$ cat src/common/ddl_consts.vh
// Constants of the diagnostic trouble log: register map, fields, codes and reset values.
`ifndef DDL_CONSTS_VH
`define DDL_CONSTS_VH

// ----------------------------------------------------------------------------
// Register offsets (byte addresses on the APB)
// ----------------------------------------------------------------------------
`define DDL_OFF_CTRL 12'h000
`define DDL_OFF_STAT 12'h004
`define DDL_OFF_MADDR 12'h008
`define DDL_OFF_SLVTAB 12'h040
`define DDL_OFF_SLVTAB_END 12'h05C
`define DDL_OFF_REC 12'h100
`define DDL_OFF_REC_END 12'h1FC
`define DDL_OFF_EXT_LEN 12'h200
`define DDL_OFF_EXT_OVR 12'h204
`define DDL_OFF_EXT_DATA 12'h208
`define DDL_OFF_EXT_END 12'h238

// ----------------------------------------------------------------------------
// Field positions
// ----------------------------------------------------------------------------
`define DDL_CTRL_START 0
`define DDL_CTRL_CLR 2
`define DDL_CTRL_FIXED 3
`define DDL_CTRL_MRST 4
`define DDL_STAT_RUN 0
`define DDL_STAT_TROUBLE 1
`define DDL_STAT_FAULT 2
`define DDL_STAT_DUP 3
`define DDL_STAT_CNT_LSB 8
`define DDL_EXT_OVR_BIT 7

// ----------------------------------------------------------------------------
// Record codes and fill values
// ----------------------------------------------------------------------------
`define DDL_CODE_SLAVE_DIAG 16'h0200
`define DDL_LEN_SLAVE_DIAG 16'h0003
`define DDL_CODE_DUP_ADDR 16'h1121
`define DDL_CODE_HALT 16'h3000
`define DDL_LEN_ONE 16'h0001
`define DDL_DUP_DETAIL 16'h0003
`define DDL_FAIL_FILL 8'hFF
`define DDL_EXT_OVR_LIMIT 8'h1B

// ----------------------------------------------------------------------------
// Reset values
// ----------------------------------------------------------------------------
`define DDL_RST_CTRL 16'h0000
`define DDL_RST_MADDR 8'h00
`define DDL_RST_SLVTAB 8'hFF

`endif

$ cat src/verilog/ddl_diag_log.v
// Diagnostic trouble log of a fieldbus master, with an APB register slave.
`timescale 1ns/100ps
`include "ddl_consts.vh"

// Notes on behaviour
// - Fixed mode, when full, overwrites only head.
// - Ring mode keeps newest at head, drops oldest.
// - Slave diagnostic logs code 0200, length three.
// - Details: addresses, diagnostic status, slave ident number.
// - Failed communication stores FF in both fields.
// - Expansion area holds only latest slave diagnostic.
// - Duplicate address logs 1121, length one, detail 03.
// - Duplicate check runs after reset, before exchange.
// - Start with duplicate error: log 3000, fault, halt.
// - Status bit 0: parameter assignment request.
// - Status bit 1: slave status error.
// - Status bits 2 and 6 always zero.
// - Bits 3,4,5: watchdog, freeze, sync modes.
// - Bit 7: cyclic communication removed by parameters.
// - Bit 8: master cannot reach slave.
// - Bit 9: slave not ready for exchange.
// - Bit 10: input/output length mismatch.
// - Bit 11: expansion diagnostic data received.
// - Bit 12: requested function not supported.
// - Bit 13: incorrect data from slave.
// - Bit 14: incorrect parameters sent to slave.
// - Bit 15: slave controlled by another master.
// - Control bit set selects fixed, clear ring.
// - Clear request erases all stored records.
// - Any slave diagnostic during exchange sets trouble flag in status.
module ddl_diag_log #(
	parameter NREC = 8,
	parameter NSLV = 8,
	parameter EXT_BYTES = 26
) (
	input wire sys_clk,
	input wire rst,
	input wire psel,
	input wire penable,
	input wire pwrite,
	input wire [11:0] paddr,
	input wire [31:0] pwdata,
	input wire [3:0] pstrb,
	output wire pready,
	output reg [31:0] prdata,
	output reg pslverr,
	input wire diag_valid,
	input wire [7:0] diag_slave_addr,
	input wire [7:0] diag_ctrl_master,
	input wire [15:0] diag_slave_bits,
	input wire [15:0] slave_ident_number,
	input wire diag_comm_fail,
	input wire diag_cyclic_removed,
	input wire diag_bad_data,
	input wire diag_other_master,
	input wire ext_start,
	input wire ext_byte_valid,
	input wire [7:0] ext_byte,
	output wire exchanging,
	output reg fault_led
);

	// ------------------------------------------------------------------------
	// State machine codes
	// ------------------------------------------------------------------------
	localparam [1:0] ST_CHECK = 2'd0;
	localparam [1:0] ST_IDLE = 2'd1;
	localparam [1:0] ST_RUN = 2'd2;
	localparam [1:0] ST_HALT = 2'd3;

	// ------------------------------------------------------------------------
	// Decode helpers
	// ------------------------------------------------------------------------
	function in_range;
		input [11:0] a;
		input [11:0] lo;
		input [11:0] hi;
		begin
			in_range = (a >= lo) && (a <= hi);
		end
	endfunction

	function [15:0] merge16;
		input [15:0] old;
		input [31:0] wd;
		input [3:0] st;
		begin
			merge16 = {st[1] ? wd[15:8] : old[15:8], st[0] ? wd[7:0] : old[7:0]};
		end
	endfunction

	// ------------------------------------------------------------------------
	// Storage
	// ------------------------------------------------------------------------
	reg [15:0] ctrl;
	reg [7:0] master_addr;
	reg [7:0] slv_tab [0:NSLV-1];
	reg [79:0] rec [0:NREC-1];
	reg [7:0] ext_mem [0:EXT_BYTES-1];
	reg [7:0] ext_len;
	reg [3:0] rec_cnt;
	reg [1:0] state;
	reg [2:0] scan_idx;
	reg dup_err;
	reg trouble;

	wire wr = psel && penable && pwrite;
	wire setup = psel && !penable;
	wire clr_req = wr && (paddr == `DDL_OFF_CTRL) && pstrb[0] && pwdata[`DDL_CTRL_CLR];
	wire mrst_req = wr && (paddr == `DDL_OFF_CTRL) && pstrb[0] && pwdata[`DDL_CTRL_MRST];
	wire fixed_mode = ctrl[`DDL_CTRL_FIXED];
	wire start_req = ctrl[`DDL_CTRL_START];

	// Every register answers in the access cycle, so no wait state is ever inserted.
	assign pready = 1'b1;
	assign exchanging = (state == ST_RUN);

	// ------------------------------------------------------------------------
	// Diagnostic status word
	// ------------------------------------------------------------------------
	// Slave-reported bits pass straight through; master-side bits are made here.
	wire ext_seen = (ext_len != 8'h00);
	wire [15:0] diag_status = {
		diag_other_master,
		diag_slave_bits[14],
		diag_bad_data,
		diag_slave_bits[12],
		ext_seen,
		diag_slave_bits[10],
		diag_slave_bits[9],
		diag_comm_fail,
		diag_cyclic_removed,
		1'b0,
		diag_slave_bits[5:3],
		1'b0,
		diag_slave_bits[1],
		diag_slave_bits[0]
	};

	// ------------------------------------------------------------------------
	// Sequencer: duplicate check, exchange start, logging
	// ------------------------------------------------------------------------
	reg log_we;
	reg [79:0] new_rec;
	reg [1:0] next_state;

	always @* begin
		log_we = 1'b0;
		new_rec = 80'h0;
		next_state = state;
		case (state)
			ST_CHECK: begin
				if (slv_tab[scan_idx] == master_addr && !dup_err) begin
					log_we = 1'b1;
					new_rec = {`DDL_CODE_DUP_ADDR, `DDL_LEN_ONE, `DDL_DUP_DETAIL, 32'h0};
				end
				if (scan_idx == NSLV - 1) begin
					next_state = ST_IDLE;
				end
			end
			ST_IDLE: begin
				if (start_req && dup_err) begin
					log_we = 1'b1;
					new_rec = {`DDL_CODE_HALT, `DDL_LEN_ONE, 48'h0};
					next_state = ST_HALT;
				end else if (start_req) begin
					next_state = ST_RUN;
				end
			end
			ST_RUN: begin
				if (diag_valid) begin
					log_we = 1'b1;
					new_rec = {`DDL_CODE_SLAVE_DIAG, `DDL_LEN_SLAVE_DIAG,
						(diag_comm_fail ? `DDL_FAIL_FILL : diag_ctrl_master),
						diag_slave_addr, diag_status,
						(diag_comm_fail ? {8'h00, `DDL_FAIL_FILL} : slave_ident_number)};
				end
				if (!start_req) begin
					next_state = ST_IDLE;
				end
			end
			// Only a module reset or a bus reset leaves the halted state.
			ST_HALT: begin
				next_state = ST_HALT;
			end
			default: begin
				next_state = ST_CHECK;
			end
		endcase
	end

	// A module reset restarts the duplicate check so a corrected table is re-examined.
	always @(posedge sys_clk) begin
		if (rst || mrst_req) begin
			state <= ST_CHECK;
			scan_idx <= 3'd0;
			dup_err <= 1'b0;
			fault_led <= 1'b0;
		end else begin
			state <= next_state;
			if (state == ST_CHECK) begin
				scan_idx <= scan_idx + 3'd1;
				if (slv_tab[scan_idx] == master_addr) begin
					dup_err <= 1'b1;
				end
			end
			if (state == ST_IDLE && start_req && dup_err) begin
				fault_led <= 1'b1;
			end
		end
	end

	// ------------------------------------------------------------------------
	// Record store
	// ------------------------------------------------------------------------
	// An arriving record wins over a clear in the same cycle: the log is wiped and
	// the new record lands at the head.
	wire [3:0] cnt_eff = clr_req ? 4'd0 : rec_cnt;
	// Fixed mode fills the slots in order; once all are held only the head is rewritten.
	wire [2:0] fix_slot = (cnt_eff == NREC) ? 3'd0 : cnt_eff[2:0];

	genvar gi;
	generate
		for (gi = 0; gi < NREC; gi = gi + 1) begin : g_rec
			always @(posedge sys_clk) begin
				if (rst) begin
					rec[gi] <= 80'h0;
				end else if (log_we && !fixed_mode) begin
					if (gi == 0) begin
						rec[gi] <= new_rec;
					end else begin
						rec[gi] <= clr_req ? 80'h0 : rec[(gi == 0) ? 0 : gi - 1];
					end
				end else if (log_we && fix_slot == gi) begin
					rec[gi] <= new_rec;
				end else if (clr_req) begin
					rec[gi] <= 80'h0;
				end
			end
		end
	endgenerate

	always @(posedge sys_clk) begin
		if (rst) begin
			rec_cnt <= 4'd0;
		end else if (log_we) begin
			rec_cnt <= (cnt_eff == NREC) ? cnt_eff : cnt_eff + 4'd1;
		end else if (clr_req) begin
			rec_cnt <= 4'd0;
		end
	end

	// Trouble flag: an event in the clearing cycle keeps the flag set.
	always @(posedge sys_clk) begin
		if (rst) begin
			trouble <= 1'b0;
		end else if (state == ST_RUN && diag_valid) begin
			trouble <= 1'b1;
		end else if (clr_req) begin
			trouble <= 1'b0;
		end
	end

	// ------------------------------------------------------------------------
	// Expansion trouble area
	// ------------------------------------------------------------------------
	// Each new stream replaces the last, so only the newest slave record's data stays.
	// Bytes beyond the kept area only raise the length, which the overflow flag reports.
	always @(posedge sys_clk) begin
		if (rst) begin
			ext_len <= 8'h00;
		end else if (ext_start && exchanging) begin
			ext_len <= 8'h00;
		end else if (ext_byte_valid && exchanging && ext_len != 8'hFF) begin
			ext_len <= ext_len + 8'h01;
		end
	end

	generate
		for (gi = 0; gi < EXT_BYTES; gi = gi + 1) begin : g_ext
			always @(posedge sys_clk) begin
				if (rst) begin
					ext_mem[gi] <= 8'h00;
				end else if (ext_byte_valid && exchanging && !ext_start && ext_len == gi) begin
					ext_mem[gi] <= ext_byte;
				end
			end
		end
	endgenerate

	// ------------------------------------------------------------------------
	// Register writes
	// ------------------------------------------------------------------------
	// Clear and module reset are commands; they never stay set in the control word.
	always @(posedge sys_clk) begin
		if (rst) begin
			ctrl <= `DDL_RST_CTRL;
			master_addr <= `DDL_RST_MADDR;
		end else if (wr && paddr == `DDL_OFF_CTRL) begin
			ctrl <= merge16(ctrl, pwdata & 32'h0000_0009, pstrb);
		end else if (wr && paddr == `DDL_OFF_MADDR && pstrb[0]) begin
			master_addr <= pwdata[7:0];
		end
	end

	generate
		for (gi = 0; gi < NSLV; gi = gi + 1) begin : g_tab
			always @(posedge sys_clk) begin
				if (rst) begin
					slv_tab[gi] <= `DDL_RST_SLVTAB;
				end else if (wr && pstrb[0] && paddr == `DDL_OFF_SLVTAB + gi * 4) begin
					slv_tab[gi] <= pwdata[7:0];
				end
			end
		end
	endgenerate

	// ------------------------------------------------------------------------
	// Register reads, registered in the setup cycle
	// ------------------------------------------------------------------------
	reg [31:0] next_prdata;
	reg next_err;
	reg [79:0] rd_rec;
	reg [3:0] ext_k;

	always @* begin
		next_prdata = 32'h0000_0000;
		next_err = 1'b0;
		rd_rec = rec[paddr[7:5]];
		ext_k = paddr[5:2] - 4'd2;
		if (paddr[1:0] != 2'b00) begin
			next_err = 1'b1;
		end else if (paddr == `DDL_OFF_CTRL) begin
			next_prdata = {16'h0000, ctrl};
		end else if (paddr == `DDL_OFF_STAT) begin
			next_prdata = {20'h0_0000, rec_cnt, 4'h0, dup_err, fault_led, trouble, exchanging};
		end else if (paddr == `DDL_OFF_MADDR) begin
			next_prdata = {24'h00_0000, master_addr};
		end else if (in_range(paddr, `DDL_OFF_SLVTAB, `DDL_OFF_SLVTAB_END)) begin
			next_prdata = {24'h00_0000, slv_tab[paddr[4:2]]};
		end else if (in_range(paddr, `DDL_OFF_REC, `DDL_OFF_REC_END)) begin
			case (paddr[4:2])
				3'd0: next_prdata = {16'h0000, rd_rec[79:64]};
				3'd1: next_prdata = {16'h0000, rd_rec[63:48]};
				3'd2: next_prdata = {16'h0000, rd_rec[47:32]};
				3'd3: next_prdata = {16'h0000, rd_rec[31:16]};
				3'd4: next_prdata = {16'h0000, rd_rec[15:0]};
				default: next_prdata = 32'h0000_0000;
			endcase
		end else if (paddr == `DDL_OFF_EXT_LEN) begin
			next_prdata = {24'h00_0000, ext_len};
		end else if (paddr == `DDL_OFF_EXT_OVR) begin
			next_prdata = {24'h00_0000, (ext_len >= `DDL_EXT_OVR_LIMIT), 7'h00};
		end else if (in_range(paddr, `DDL_OFF_EXT_DATA, `DDL_OFF_EXT_END)) begin
			next_prdata = {16'h0000, ext_mem[{ext_k, 1'b1}], ext_mem[{ext_k, 1'b0}]};
		end else begin
			next_err = 1'b1;
		end
	end

	always @(posedge sys_clk) begin
		if (rst) begin
			prdata <= 32'h0000_0000;
			pslverr <= 1'b0;
		end else if (setup) begin
			prdata <= pwrite ? 32'h0000_0000 : next_prdata;
			pslverr <= next_err;
		end
	end

endmodule // ddl_diag_log

$ cat config.mk
export PLATFORM = sky130hd
export DESIGN_NAME = ddl_diag_log
export DESIGN_NICKNAME = d
export VERILOG_FILES = /design/src/verilog/ddl_diag_log.v
export VERILOG_INCLUDE_DIRS = /design/src /design/src/common
export SDC_FILE = /design/constraint.sdc
export NUM_CORES = 1
export LEC_CHECK = 0
export BUFFER_PORTS_ARGS = -buffer_cell sky130_fd_sc_hd__buf_2
export CORE_MARGIN = 2
export CORE_UTILIZATION = 40
export CTS_BUF_LIST = sky130_fd_sc_hd__clkbuf_16
export DETAILED_ROUTE_END_ITERATION = 8
export PLACE_DENSITY = 0.63
export SYNTH_ARGS = -nofsm -noshare
export SYNTH_HDL_FRONTEND = slang
export SYNTH_SLANG_ARGS = --single-unit
$ cat constraint.sdc
create_clock -name sys_clk -period 8.65 [get_ports sys_clk]
set_input_delay 0.4325 -clock sys_clk [delete_from_list [all_inputs] [get_ports sys_clk]]
set_output_delay 0.4325 -clock sys_clk [all_outputs]
set_load 0.05 [all_outputs]
==> flow_summary.toml <==
[outcome]
status = "finished, final reports clean"

[setup_path]
cp.required_ps = 8900
crit_path_top_delay_cell = "dfxtp_1"
critical_path_buf_inv_count = 1
cpPeakStageDelay_ps = 1040
cp_max_fo = 29
rr_endpoint = "rec[6][35]"
critPathKind = "reg2reg"
cp-start-kind = "flip-flop"
critPathTopFamily = "compound AO/OA/AOI/OAI gates"
crit_chain = "mux2_2 -> o22a_1 -> a2111o_1 -> a22oi_2 -> nand4_4 -> and2_1 -> o21ai_4 -> buf_4"
ff2ff_setup_slack_ps = 3300
worst_ep_arrival_time_ps = 5600
rr_worst_depth = 8
endpoint_kind = "flip-flop"

[floorplan]
rows = 109
die_area_mm2 = 0.0919
die_h_um = 303
die_w_um = 303
core_mm2 = 0.0885
pin_count = 152
initial_utilization = 0.405

[timing]
hold_viol = 0
relSlewSlack = 0.0816
holdWs_ps = 117
period_share = 0.618
setup_violations = 0
worst_slew_pin_slew_ps = 1370
slew_viol_final = 0
max_clock_freq_mhz = 187
post-route-min-period_ps = 5350
rsz0062_at_grt = "false"
fin_setup_tns_ps = 0
fin_worst_skew_ps = 35.1

[synth]
ys_ff_latch = 730
synthDistinctLibCells = 66
synth.avg_cell_area_um2 = 12.9
netlist_instances = 2774
synthArstFlopShare = 0
synth_area_mm2 = 0.0358
synth_edf_count = 680
synth-main-ff-cell = "edfxtp_1"
seq_area_frac_synth = 0.598
ys_warn_count = 0

[finish]
fin_nets = 2925
area_growth_pct = 11.1
drive_gt1_frac = 0.182
multi_input_area_mm2 = 0.0135
regArea_mm2 = 0.0214
layout_common_cells = "680 x edfxtp_1, 442 x nand2_1, 257 x o21ai_0"
nFillCells = 7792
final_core_util = 0.449
layout_commonest_cell = "edfxtp_1"

[placed_design]
globalplace.congestion = 0.885
hpwl_mm = 64.1
io_buffers = 100

[clocking]
cts_tree = "yes"
path_clk_slew_ps = 60
clock_sinks = 730
htreeDepth = 3
cts_buffers = 80
cts_max_path_buffers = 3
cts_hold_buf = 0
cts_setup_buffers = 0
clock_latency_ps = 650
root_buffer = "clkbuf_16"
cts_resized = 0

[power_and_ir_drop]
power.leakage_nw = 13.3
seqPwrFrac = 0.507
power_frac_comb = 0.071
ir_drop_uv = 155
p_per_area_mw_per_mm2 = 201
power.switching_w = 0.00186
switching_share = 0.233
intPower_w = 0.00614
clkPwrFrac = 0.422

[routing]
dr.pass1.iters = 8
drtIter0Drc = 2790
wl_per_cell_um = 25.8
drc = 0
viasPerCell = 5.98
route.vias.total = 24000
ant_nets = 0
totalWireLength_mm = 104

[grt]
overflow = 0
grt_pass1_wl_mm = 155
grt_max_degree = 204
antenna_found_initial = 7
track_usage = 0.226
grt_pass1_vias = 24600

[min_path]
worstHoldPathCells = 2
hold_end = "rec[0][26]"
hp-class = "in2reg"
hold_path_startpoint = "diag_slave_bits[10]"

[run]
cap_viol_max_count = 0
cell type report:
class	instances	share of cell area
Timing Repair Buffer	135	0.0200
Multi-Input combinational cell	1836	0.340
Tap cell	1165	0.0367
Inverter	12	0.00113
Clock buffer	82	0.0516
Clock inverter	56	0.0123
Antenna cell	3	0.000189
Sequential cell	730	0.539
worst register-to-register path, cell delays in order, from the launching register on:
cell and delay [ps]:
dfxtp_1 1040, mux2_2 430, o22a_1 230, a2111o_1 430
a22oi_2 200, nand4_4 360, and2_1 600, o21ai_4 1020
buf_4 640
worst max-delay path by stage:
stage / from / cells after the start / to / slack [ps]
after detailed placement: flip-flop / 8 / rec[5][46] / 3310
after floorplan: flip-flop / 10 / rec[0][0] / 2340
after CTS: flip-flop / 8 / rec[5][39] / 3280
after global placement: flip-flop / 8 / rec[6][35] / 3320
after global routing: flip-flop / 8 / rec[6][39] / 3070
final: flip-flop / 8 / rec[6][35] / 3300
logic make-up after synthesis:
kind of cell               after synthesis  synth area share
and+or+nand+nor                        963             0.129
DFF                                    730             0.598
AOI/OAI and AO/OA                      559            0.0906
muxes                                  270             0.144
buffers and inverters                  223            0.0299
adders and majority gates               14           0.00489
xor gates and xnor gates                13           0.00318
other                                    2          0.000210
per-stage QoR:
stage / std cells / worst slack, ps / area (um2) / total power (W)
floorplan: 2789 / 2340 / 35900 / 0.00449
detailed placement: 3878 / 3310 / 37200 / 0.00470
CTS: 4016 / 3280 / 39800 / 0.00804
finish: 4019 / 3300 / 39800 / 0.00800
global route: 4017 / 3070 / 39800 / 0.00822
global placement: 3878 / 3320 / 37200 / 0.00468
sequential cells by signal, indices dropped and copies added, names as in the netlist, 2 cells and up, named ones only:
signal / count
ctrl: 2
ext_len: 8
ext_mem: 208
master_addr: 8
prdata: 16
rec: 408
rec_cnt: 4
scan_idx: 3
slv_tab: 64
state: 2
cells in the mapped netlist, drive strengths merged (3+ instances only):
library cell / count / area [um2]
o22ai: 15 / 93.8
a21o: 6 / 45.0
nand2b: 6 / 37.5
inv: 12 / 45.0
xnor2: 9 / 78.8
a22oi: 12 / 95.1
ha: 14 / 175
nand2: 445 / 1680
a22o: 31 / 272
or2: 41 / 257
o21ai: 371 / 1860
o31ai: 3 / 22.5
a31o: 4 / 35.0
edfxtp: 680 / 20400
buf: 94 / 587
and2: 215 / 1350
o21a: 3 / 22.5
dfxtp: 50 / 1000
mux2: 11 / 124
a21oi: 43 / 219
nand3: 20 / 100
a221oi: 6 / 52.6
o21bai: 30 / 225
nor2b: 8 / 50.1
nor2: 115 / 432
xor2: 4 / 35.0
mux4: 194 / 4370
a211oi: 5 / 37.5
clkbuf: 117 / 439
nor3b: 4 / 30.0
nor4: 7 / 58.8
and4: 3 / 26.3
mux2i: 65 / 651
nand4: 9 / 71.3
o211ai: 3 / 22.5
and3: 24 / 150
or3: 41 / 257
a31oi: 8 / 50.1
nor3: 18 / 90.1
nand3b: 3 / 22.5
a221o: 3 / 30.0
routing by layer:
metal | global-route usage | share of wire | vias to the layer above
li1 | - | - | 10500
met4 | 0.0956 | 0.040 | 6
met1 | 0.294 | 0.38 | 12100
met3 | 0.0509 | 0.097 | 233
met2 | 0.365 | 0.48 | 1245
met5 | 0 | 0.00033 | -
power by group through the flow:
stage	Sequential, W	Combinational [W]	Clock [W]
after floorplan	0.00411	0.000378	0
after global placement	0.00412	0.000559	0
after detailed placement	0.00413	0.000564	0
after CTS	0.00406	0.000566	0.00341
after global routing	0.00407	0.000594	0.00355
final	0.00406	0.000568	0.00337
(Power assumes the default switching activity.)
